--- src/hdl/clkgen_pkg.sv ---
// register map, field layout and helpers for the clock generator
package clkgen_pkg;
    localparam int AW = 6;
    localparam int DW = 32;
    localparam int BW = 8;
    localparam int RW = 6;
    localparam int NPIN = 4;
    localparam int PIN_MAIN = 0;
    localparam int PIN_LO = 1;
    localparam int PIN_HI = 2;
    localparam int PIN_SUB = 3;
    localparam logic [AW-1:0] IDX_CM0  = 6'h06;
    localparam logic [AW-1:0] IDX_CM1  = 6'h07;
    localparam logic [AW-1:0] IDX_CM2  = 6'h0c;
    localparam logic [AW-1:0] IDX_PCLK = 6'h12;
    localparam logic [AW-1:0] IDX_PLL  = 6'h1c;
    localparam logic [AW-1:0] IDX_PM2  = 6'h1e;
    localparam logic [AW-1:0] IDX_FRA  = 6'h22;
    localparam logic [BW-1:0] CM0_RST  = 8'h00;
    localparam logic [BW-1:0] CM1_RST  = 8'h00;
    localparam logic [BW-1:0] CM2_RST  = 8'h0e;
    localparam logic [BW-1:0] PCLK_RST = 8'h00;
    localparam logic [BW-1:0] PLL_RST  = 8'h00;
    localparam logic [BW-1:0] PM2_RST  = 8'h00;
    localparam logic [BW-1:0] FRA_RST  = 8'h00;
    localparam int CKO_LSB = 0;
    localparam int CM1_FB = 3;
    localparam int CM1_LOSTOP = 4;
    localparam int CM2_SRC = 1;
    localparam int CM2_DIV_LSB = 2;
    localparam int CM2_CFG_W = 6;
    localparam int PCLK_EXT = 5;
    localparam int PLL_N_LSB = 0;
    localparam int PLL_N_W = 3;
    localparam int PLL_M_LSB = 4;
    localparam int PM2_NMI = 4;
    localparam int PM2_FC = 5;
    localparam int FRA_HI_EN = 0;
    localparam int FRA_HI_SEL = 1;
    localparam logic [1:0] REFDIV_BAD = 2'h3;
    localparam logic [1:0] CKO_OFF = 2'h0;
    localparam logic [1:0] CKO_FC  = 2'h1;
    localparam logic [1:0] CKO_F8  = 2'h2;
    localparam logic [1:0] CKO_F32 = 2'h3;
    localparam logic [RW-1:0] DIV_ONE = 6'h01;
    localparam logic [RW-1:0] DIV_F8  = 6'h08;
    localparam logic [RW-1:0] DIV_F32 = 6'h20;
    typedef enum logic [2:0] {
        SRC_OFF, SRC_FC, SRC_F8, SRC_F32, SRC_F1
    } cko_type;
    // power-of-two divide ratio from a two-bit code
    function automatic logic [RW-1:0] pow2_ratio(input logic [1:0] code);
        return DIV_ONE << code;
    endfunction
endpackage

--- src/hdl/div_if.sv ---
// divider request and divided clock between generator and divider
`timescale 1ns/1ns
interface div_if;
    import clkgen_pkg::*;
    logic          tick;
    logic [RW-1:0] ratio;
    logic          clk;
    modport src (output tick, output ratio, input clk);
    modport div (input tick, input ratio, output clk);
endinterface

--- src/hdl/clkgen_ctrl.sv ---
// clock generator control registers, source selection and clock outputs
`timescale 1ns/1ns
// Function
// - output pin picks sub-clock, divide-by-8, divide-by-32 or undivided
// - after reset cpu runs from slow on-chip oscillator divided by eight
// - cpu source select bit resets to one, choosing on-chip oscillator
// - processor mode two bit five gates the sub-clock; one supplies it
// - pll multiply ratio comes from pll control bits two to zero
// - pll control bits five to four divide the main oscillator input
// - divider codes 00 none, 01 half, 10 quarter; 11 never written
// - clock mode one bit four stops the slow on-chip oscillator
// - clock mode one bit three disconnects the feedback resistor
// - peripheral select bit five forces undivided clock onto the pin
// - processor mode two bit four enables the non-maskable interrupt
// - slow and fast on-chip oscillators are both selectable sources
module clkgen_ctrl (
    input  wire logic                       clk_i,
    input  wire logic                       rst_n_i,
    input  wire logic [clkgen_pkg::AW-1:0]  address_i,
    input  wire logic                       read_i,
    input  wire logic                       write_i,
    input  wire logic [clkgen_pkg::DW-1:0]  writedata_i,
    input  wire logic [3:0]                 byteenable_i,
    output logic      [clkgen_pkg::DW-1:0]  readdata_o,
    output logic                            waitrequest_o,
    input  wire logic                       main_osc_input_i,
    input  wire logic                       lo_osc_i,
    input  wire logic                       hi_osc_i,
    input  wire logic                       sub_osc_i,
    output logic                            cpu_clk_o,
    output logic                            clock_out_o,
    output logic                            peripheral_sub_clock_o,
    output logic                            pll_ref_clk_o,
    output logic [clkgen_pkg::PLL_N_W-1:0]  pll_multiply_o,
    output logic [1:0]                      pll_ref_div_o,
    output logic                            lo_osc_stop_o,
    output logic                            hi_osc_enable_o,
    output logic                            feedback_resistor_off_o,
    output logic                            nmi_enable_o
);
    import clkgen_pkg::*;

    typedef struct packed {
        logic [NPIN-1:0] s1;
        logic [NPIN-1:0] s2;
        logic [NPIN-1:0] s3;
        logic [BW-1:0]   cm0;
        logic [BW-1:0]   cm1;
        logic [BW-1:0]   cm2;
        logic [BW-1:0]   pclk;
        logic [BW-1:0]   pll;
        logic [BW-1:0]   pm2;
        logic [BW-1:0]   fra;
        logic [BW-1:0]   rdata;
        logic            wreq;
        logic            src_osc;
        logic            src_fast;
        cko_type         cko_src;
        logic            cko;
        logic            fc_on;
        logic            fc;
    } st_type;

    st_type          s_r;
    st_type          s_nxt;
    logic [NPIN-1:0] edge_v;
    logic            lo_lvl;
    logic            lo_tick;
    logic            hi_lvl;
    logic            hi_tick;
    logic            osc_lvl;
    logic            osc_tick;
    logic            f1_lvl;
    logic            f1_tick;
    logic            req;
    logic            wr_ok;
    logic [BW-1:0]   wd;
    logic [BW-1:0]   rd;
    cko_type         want;

    div_if cpu_if ();
    div_if ref_if ();
    div_if cko_if ();

    clk_divider cpu_div (
        .clk_i   (clk_i),
        .rst_n_i (rst_n_i),
        .d       (cpu_if.div)
    );
    clk_divider ref_div (
        .clk_i   (clk_i),
        .rst_n_i (rst_n_i),
        .d       (ref_if.div)
    );
    clk_divider cko_div (
        .clk_i   (clk_i),
        .rst_n_i (rst_n_i),
        .d       (cko_if.div)
    );

    always_comb begin
        s_nxt = s_r;
        // two-stage synchronisers for the oscillator pins
        s_nxt.s1 = {sub_osc_i, hi_osc_i, lo_osc_i, main_osc_input_i};
        s_nxt.s2 = s_r.s1;
        s_nxt.s3 = s_r.s2;
        edge_v   = s_r.s2 ^ s_r.s3;

        // on-chip oscillators, slow one stoppable
        lo_lvl  = s_r.s2[PIN_LO] && !s_r.cm1[CM1_LOSTOP];
        lo_tick = edge_v[PIN_LO] && !s_r.cm1[CM1_LOSTOP];
        hi_lvl  = s_r.s2[PIN_HI] && s_r.fra[FRA_HI_EN];
        hi_tick = edge_v[PIN_HI] && s_r.fra[FRA_HI_EN];
        osc_lvl  = s_r.src_fast ? hi_lvl : lo_lvl;
        osc_tick = s_r.src_fast ? hi_tick : lo_tick;

        // undivided clock from the selected source
        f1_lvl  = s_r.src_osc ? osc_lvl : s_r.s2[PIN_MAIN];
        f1_tick = s_r.src_osc ? osc_tick : edge_v[PIN_MAIN];

        // source change only while the cpu clock is low
        if (!cpu_if.clk) begin
            s_nxt.src_osc  = s_r.cm2[CM2_SRC];
            s_nxt.src_fast = s_r.fra[FRA_HI_SEL];
        end
        cpu_if.tick  = f1_tick;
        cpu_if.ratio = pow2_ratio(s_r.cm2[CM2_DIV_LSB +: 2]);

        // pll reference divided from the main oscillator
        ref_if.tick  = edge_v[PIN_MAIN];
        ref_if.ratio = pow2_ratio(s_r.pll[PLL_M_LSB +: 2]);

        // sub-clock gate moves only while the sub-clock is low
        if (!s_r.s2[PIN_SUB]) begin
            s_nxt.fc_on = s_r.pm2[PM2_FC];
        end
        s_nxt.fc = s_r.s2[PIN_SUB] && s_r.fc_on;

        // clock output source request
        if (s_r.pclk[PCLK_EXT]) begin
            want = SRC_F1;
        end else begin
            unique case (s_r.cm0[CKO_LSB +: 2])
                CKO_OFF: want = SRC_OFF;
                CKO_FC:  want = SRC_FC;
                CKO_F8:  want = SRC_F8;
                CKO_F32: want = SRC_F32;
            endcase
        end
        if (!s_r.cko) begin
            s_nxt.cko_src = want;
        end
        cko_if.tick = f1_tick;
        unique case (s_r.cko_src)
            SRC_F8:  cko_if.ratio = DIV_F8;
            SRC_F32: cko_if.ratio = DIV_F32;
            default: cko_if.ratio = DIV_ONE;
        endcase
        unique case (s_r.cko_src)
            SRC_OFF: s_nxt.cko = 1'b0;
            SRC_FC:  s_nxt.cko = s_r.fc;
            SRC_F8:  s_nxt.cko = cko_if.clk;
            SRC_F32: s_nxt.cko = cko_if.clk;
            SRC_F1:  s_nxt.cko = f1_lvl;
            default: s_nxt.cko = 1'b0;
        endcase

        // bus slave: one wait cycle, then the transfer completes
        req   = read_i || write_i;
        wd    = writedata_i[BW-1:0];
        wr_ok = write_i && !s_r.wreq && byteenable_i[0];
        unique case (address_i)
            IDX_CM0:  rd = s_r.cm0;
            IDX_CM1:  rd = s_r.cm1;
            IDX_CM2:  rd = {s_r.src_osc, s_r.src_fast,
                            s_r.cm2[CM2_CFG_W-1:0]};
            IDX_PCLK: rd = s_r.pclk;
            IDX_PLL:  rd = s_r.pll;
            IDX_PM2:  rd = s_r.pm2;
            IDX_FRA:  rd = s_r.fra;
            default:  rd = '0;
        endcase
        if (req && s_r.wreq) begin
            s_nxt.wreq  = 1'b0;
            s_nxt.rdata = read_i ? rd : s_r.rdata;
        end else begin
            s_nxt.wreq = 1'b1;
        end
        if (wr_ok) begin
            unique case (address_i)
                IDX_CM0:  s_nxt.cm0 = wd;
                IDX_CM1:  s_nxt.cm1 = wd;
                IDX_CM2:  s_nxt.cm2 = wd;
                IDX_PCLK: s_nxt.pclk = wd;
                IDX_PLL: begin
                    s_nxt.pll = wd;
                    // the forbidden divider code leaves the field alone
                    if (wd[PLL_M_LSB +: 2] == REFDIV_BAD) begin
                        s_nxt.pll[PLL_M_LSB +: 2] =
                            s_r.pll[PLL_M_LSB +: 2];
                    end
                end
                IDX_PM2:  s_nxt.pm2 = wd;
                IDX_FRA:  s_nxt.fra = wd;
                default: ;
            endcase
        end

        if (!rst_n_i) begin
            s_nxt          = '0;
            s_nxt.cm0      = CM0_RST;
            s_nxt.cm1      = CM1_RST;
            s_nxt.cm2      = CM2_RST;
            s_nxt.pclk     = PCLK_RST;
            s_nxt.pll      = PLL_RST;
            s_nxt.pm2      = PM2_RST;
            s_nxt.fra      = FRA_RST;
            s_nxt.wreq     = 1'b1;
            s_nxt.src_osc  = 1'b1;
            s_nxt.src_fast = 1'b0;
            s_nxt.cko_src  = SRC_OFF;
        end
    end

    always_ff @(posedge clk_i) begin
        s_r <= s_nxt;
    end

    assign readdata_o              = {{(DW-BW){1'b0}}, s_r.rdata};
    assign waitrequest_o           = s_r.wreq;
    assign cpu_clk_o               = cpu_if.clk;
    assign pll_ref_clk_o           = ref_if.clk;
    assign clock_out_o             = s_r.cko;
    assign peripheral_sub_clock_o  = s_r.fc;
    assign pll_multiply_o          = s_r.pll[PLL_N_LSB +: PLL_N_W];
    assign pll_ref_div_o           = s_r.pll[PLL_M_LSB +: 2];
    assign lo_osc_stop_o           = s_r.cm1[CM1_LOSTOP];
    assign feedback_resistor_off_o = s_r.cm1[CM1_FB];
    assign nmi_enable_o            = s_r.pm2[PM2_NMI];
    assign hi_osc_enable_o         = s_r.fra[FRA_HI_EN];
endmodule

--- src/hdl/clk_divider.sv ---
// edge-counting clock divider that takes a new ratio only while low
`timescale 1ns/1ns
module clk_divider (
    input  wire logic clk_i,
    input  wire logic rst_n_i,
    div_if.div        d
);
    import clkgen_pkg::*;
    typedef struct packed {
        logic [RW-1:0] cnt;
        logic [RW-1:0] ratio;
        logic          out;
    } div_st_type;
    div_st_type    s_r;
    div_st_type    s_nxt;
    logic [RW-1:0] cnt_p1;
    logic [RW-1:0] eff;
    logic          idle;
    always_comb begin
        s_nxt  = s_r;
        cnt_p1 = s_r.cnt + DIV_ONE;
        idle   = !s_r.out && s_r.cnt == '0;
        eff    = idle ? d.ratio : s_r.ratio;
        // new ratio only at the start of a low phase
        if (idle) begin
            s_nxt.ratio = d.ratio;
        end
        if (d.tick) begin
            if (cnt_p1 >= eff) begin
                s_nxt.cnt = '0;
                s_nxt.out = !s_r.out;
            end else begin
                s_nxt.cnt = cnt_p1;
            end
        end
        if (!rst_n_i) begin
            s_nxt = '0;
        end
    end
    always_ff @(posedge clk_i) begin
        s_r <= s_nxt;
    end
    assign d.clk = s_r.out;
endmodule

--- config.mk ---
export PLATFORM = sky130hd
export DESIGN_NAME = clkgen_ctrl
export DESIGN_NICKNAME = d
export VERILOG_FILES = /design/src/hdl/clkgen_pkg.sv /design/src/hdl/div_if.sv /design/src/hdl/clkgen_ctrl.sv /design/src/hdl/clk_divider.sv
export SDC_FILE = /design/constraint.sdc
export NUM_CORES = 1
export LEC_CHECK = 0
export BUFFER_PORTS_ARGS = -buffer_cell sky130_fd_sc_hd__buf_2
export CORE_AREA = 8 8 107 118
export DETAILED_ROUTE_END_ITERATION = 6
export DIE_AREA = 0 0 115 126
export PLACE_DENSITY = 0.75
export SLEW_MARGIN = 40
export SYNTH_ARGS = -nofsm -noshare
export SYNTH_HDL_FRONTEND = slang
export SYNTH_SLANG_ARGS = --single-unit
--- constraint.sdc ---
create_clock -name clk_i -period 3.5 [get_ports clk_i]
set_input_delay 0.175 -clock clk_i [delete_from_list [all_inputs] [get_ports clk_i]]
set_output_delay 0.175 -clock clk_i [all_outputs]
set_load 0.02 [all_outputs]
==> run_results.csv <==
group,metric,value,unit
clock_network,cts_buffers,17,
timing,min_period_over_period,80.0,%
placement,gp_congestion,0.821,
floorplan,dieArea,14500,um^2
power,power_frac_clock,50.6,%
clock_network,tritoncts,"yes",
floorplan,ios,96,
floorplan,initial_core_util,53.2,%
synth,ys_ff_latch,121,
hold_path,min_to,"s_r[72]",
timing,slew_viol_final,0,
cells_and_area,nFillCells,946,
placement,place_area,5810,um^2
power,p_per_area,508,nW/um^2
drt,met3_length,1040,um
status,status,"completed",
cells_and_area,area_growth,13.0,%
power,p_leak,2.60,nW
cells_and_area,fin_util,60.1,%
clock_network,ctsResizeCount,0,
setup_path,rr_endpoint,"cpu_div.s_r[10]",
floorplan,fp.dieH,126,um
setup_path,arrival,3.15,ns
power,p_int,2.52,mW
timing,finalHoldViolCount,0,
hold_path,min_path_cells,3,
timing,rsz0062_at_grt,"false",
cells_and_area,antenna_cells,0,
job,drv_cap,0,
placement,io_buffers,44,
clock_network,clockBufferDepth,2,
cells_and_area,regArea,2420,um^2
timing,finalSetupViolations,0,
grt,grt_max_degree,47,
power,fin_total_pwr,3.27,mW
drt,drc,0,
synth,async_flop_share,0,%
setup_path,r2r_start,"cpu_div.s_r[9]",
grt,grt_pass1_vias,4572,
hold_path,hp-start,"writedata_i[7]",
timing,tightestPinTransition,0.763,ns
timing,setup-tns-final,0,ns
setup_path,path_class,"register to register",
placement,hpwl,9080,um
setup_path,worst-r2r-setup-slack,0.70,ns
setup_path,end_kind,"register",
placement,dp_slack,0.720,ns
synth,seq_area_frac_synth,42.5,%
drt,via_count,4765,
grt,grt_overflow_total,0,
clock_network,insertion_delay,0.41,ns
clock_network,htreeDepth,4,
drt,routed_wl,13500,um
hold_path,min_path_type,"input pin to register",
clock_network,cts_num_sinks,121,
cells_and_area,drive_gt1_share,13.0,%
synth,synth_top_flop_cell,"dfxtp_1",
cells_and_area,instances_no_fill,838,
floorplan,core,10700,um^2
timing,clock.fmax,357,MHz
setup_path,r2r_cells,11,
cells_and_area,fin_area,6440,um^2
clock_network,cts.clk_slew.worst_paths,0.05,ns
synth,avgSynthCellArea,8.80,um^2
floorplan,chipWidth,115,um
power,power_frac_comb,6.3,%
drt,first_pass_iters,7,
grt,track_usage,18.9,%
drt,wl_met1,5470,um
drt,highest_layer,"met4",
timing,setup_ws,0.699,ns
drt,ant_nets,0,
clock_network,cts_setup_buffers,0,
power,p_sw_share,22.9,%
synth,syn_area,5700,um^2
timing,relSlewSlack,49.1,%
drt,routedWlPerCell,16.1,um
setup_path,crit_path_start_kind,"register",
cells_and_area,multi_input_area,2900,um^2
setup_path,path_max_fanout,10,
timing,clock-skew-final,0.00739,ns
timing,min_period,2.80,ns
clock_network,root_buffer,"clkbuf_16",
grt,antenna_found_initial,0,
synth,post_synth_inst_count,648,
cells_and_area,nNetsFinal,752,
drt,via_per_inst,5.69,
grt,grt_pass1_wl,21900,um
power,power_switching,0.750,mW
drt,drt_iter0_markers,410,
synth,ys_types,54,
setup_path,cp_data_required_time,3.85,ns
synth,yosysWarnings,0,
power,vdd_drop_max,245,uV
synth,synth_edf_count,0,
clock_network,cts_hold_buf,6,
placement,place_inst,800,
power,seqPwrFrac,43.2,%
timing,hold_ws,0.0673,ns
floorplan,num_rows,40,
drt,wl_met2,6650,um
## cell families after synthesis
logic type | count (synthesis) | synth area share (%)
multiplexers | 28 | 4.92
AO/OA/AOI/OAI | 111 | 12.9
XOR/XNOR | 16 | 2.46
other | 1 | 0.0658
flip-flops | 121 | 42.5
AND/OR/NAND/NOR | 269 | 23.7
adder cells (fa/ha/maj) | 24 | 5.27
buffers and inverters | 78 | 8.19
## synth_stat cells (2+ instances only)
cell | count | area share, %
a31oi_1 | 4 | 0.44
nor3b_1 | 8 | 1.1
o21ai_0 | 10 | 0.88
a32o_1 | 5 | 0.88
o31ai_1 | 2 | 0.26
nand4_1 | 2 | 0.22
a32oi_1 | 2 | 0.31
inv_1 | 9 | 0.59
a222oi_1 | 16 | 2.8
nor2b_1 | 7 | 0.77
ha_1 | 24 | 5.3
a21o_1 | 3 | 0.40
dfxtp_1 | 121 | 42
nor3b_4 | 2 | 0.66
xor2_1 | 9 | 1.4
nor3_1 | 10 | 0.88
xnor2_1 | 7 | 1.1
nand3b_1 | 6 | 0.79
and2_1 | 20 | 2.2
nand2b_1 | 2 | 0.22
nand3_1 | 39 | 3.4
nor2_1 | 72 | 4.7
buf_4 | 38 | 5.0
a21oi_1 | 56 | 4.9
buf_2 | 6 | 0.53
and3_1 | 15 | 1.6
nand4b_1 | 2 | 0.31
mux2i_1 | 28 | 4.9
nand2_1 | 70 | 4.6
or4b_1 | 2 | 0.35
buf_1 | 2 | 0.13
clkbuf_1 | 21 | 1.4
and3b_1 | 3 | 0.46
nor4_1 | 3 | 0.33
a221oi_1 | 3 | 0.46
## power by group through the flow
stage / Combinational, mW / Sequential, mW / Clock [mW]
after floorplan: 0.159 / 1.44 / 0
after global placement: 0.191 / 1.44 / 0
after detailed placement: 0.196 / 1.44 / 0
after CTS: 0.203 / 1.41 / 1.67
after global routing: 0.225 / 1.41 / 1.74
final: 0.205 / 1.41 / 1.65
## layout make-up
class / count / area share [%]
clock buffers: 23 / 7.73
clock inverters: 9 / 1.09
repair buffers: 57 / 5.17
well taps: 147 / 2.86
inverters: 9 / 0.525
flip-flops and latches: 121 / 37.6
multi-input cells: 472 / 45.0
## routing by layer
layer | vias up | GRT usage [%]
li1 | 2293 | -
met1 | 2268 | 21.5
met2 | 181 | 31.4
met3 | 23 | 5.83
met4 | 0 | 8.59
met5 | - | 0
## flip-flops by register name, summed over array words and instances (netlist names)
| signal | count |
|---|---|
| pll_ref_div_o | 2 |
| waitrequest_o | 1 |
| lo_osc_stop_o | 1 |
| ref_div.s_r | 12 |
| s_r | 62 |
| peripheral_sub_clock_o | 1 |
| cko_div.s_r | 12 |
| hi_osc_enable_o | 1 |
| ref_div.d.clk | 1 |
| nmi_enable_o | 1 |
| cpu_div.s_r | 12 |
| feedback_resistor_off_o | 1 |
| readdata_o | 8 |
| cpu_div.d.clk | 1 |
| pll_multiply_o | 3 |
| clock_out_o | 1 |
| cko_div.d.clk | 1 |
## placed cells by master (no fill, tap or decap), types with 8 or more instances in the layout
cell	n
a222oi_1	16
nor2_1	72
nand2_1	70
buf_2	44
mux2i_1	28
ha_1	24
nor3_1	10
conb_1	24
dfxtp_1	121
o21ai_0	10
inv_1	8
nor3b_1	8
nand3_1	39
xor2_1	9
and2_1	20
and3_1	15
clkinv_2	8
clkbuf_16	17
a21oi_1	56
## worst max-delay path, cell delays in order (launching register included)
cell,delay (ns)
dfxtp_1,0.36
nor4_1,0.31
nand3b_1,0.31
nor3b_1,0.28
a21oi_1,0.08
ha_1,0.33
a21oi_1,0.13
o21ai_0,0.09
a221oi_1,0.25
buf_4,0.19
and2_1,0.21
a32o_1,0.19
## worst max path at each step
stage,depth (start not counted),startpoint,slack (ns),endpoint
2_1_floorplan,10,ref_div.d.clk,0.74,ref_div.s_r[9]
6_report,11,cpu_div.s_r[9],0.70,cpu_div.s_r[10]
3_3_place_gp,11,cpu_div.s_r[9],0.78,cpu_div.s_r[9]
3_5_place_dp,11,cpu_div.s_r[9],0.72,cpu_div.s_r[11]
4_1_cts,11,cpu_div.s_r[9],0.71,cpu_div.s_r[11]
5_1_grt,11,cpu_div.s_r[9],0.39,cpu_div.s_r[10]
(Power assumes the default switching activity.)
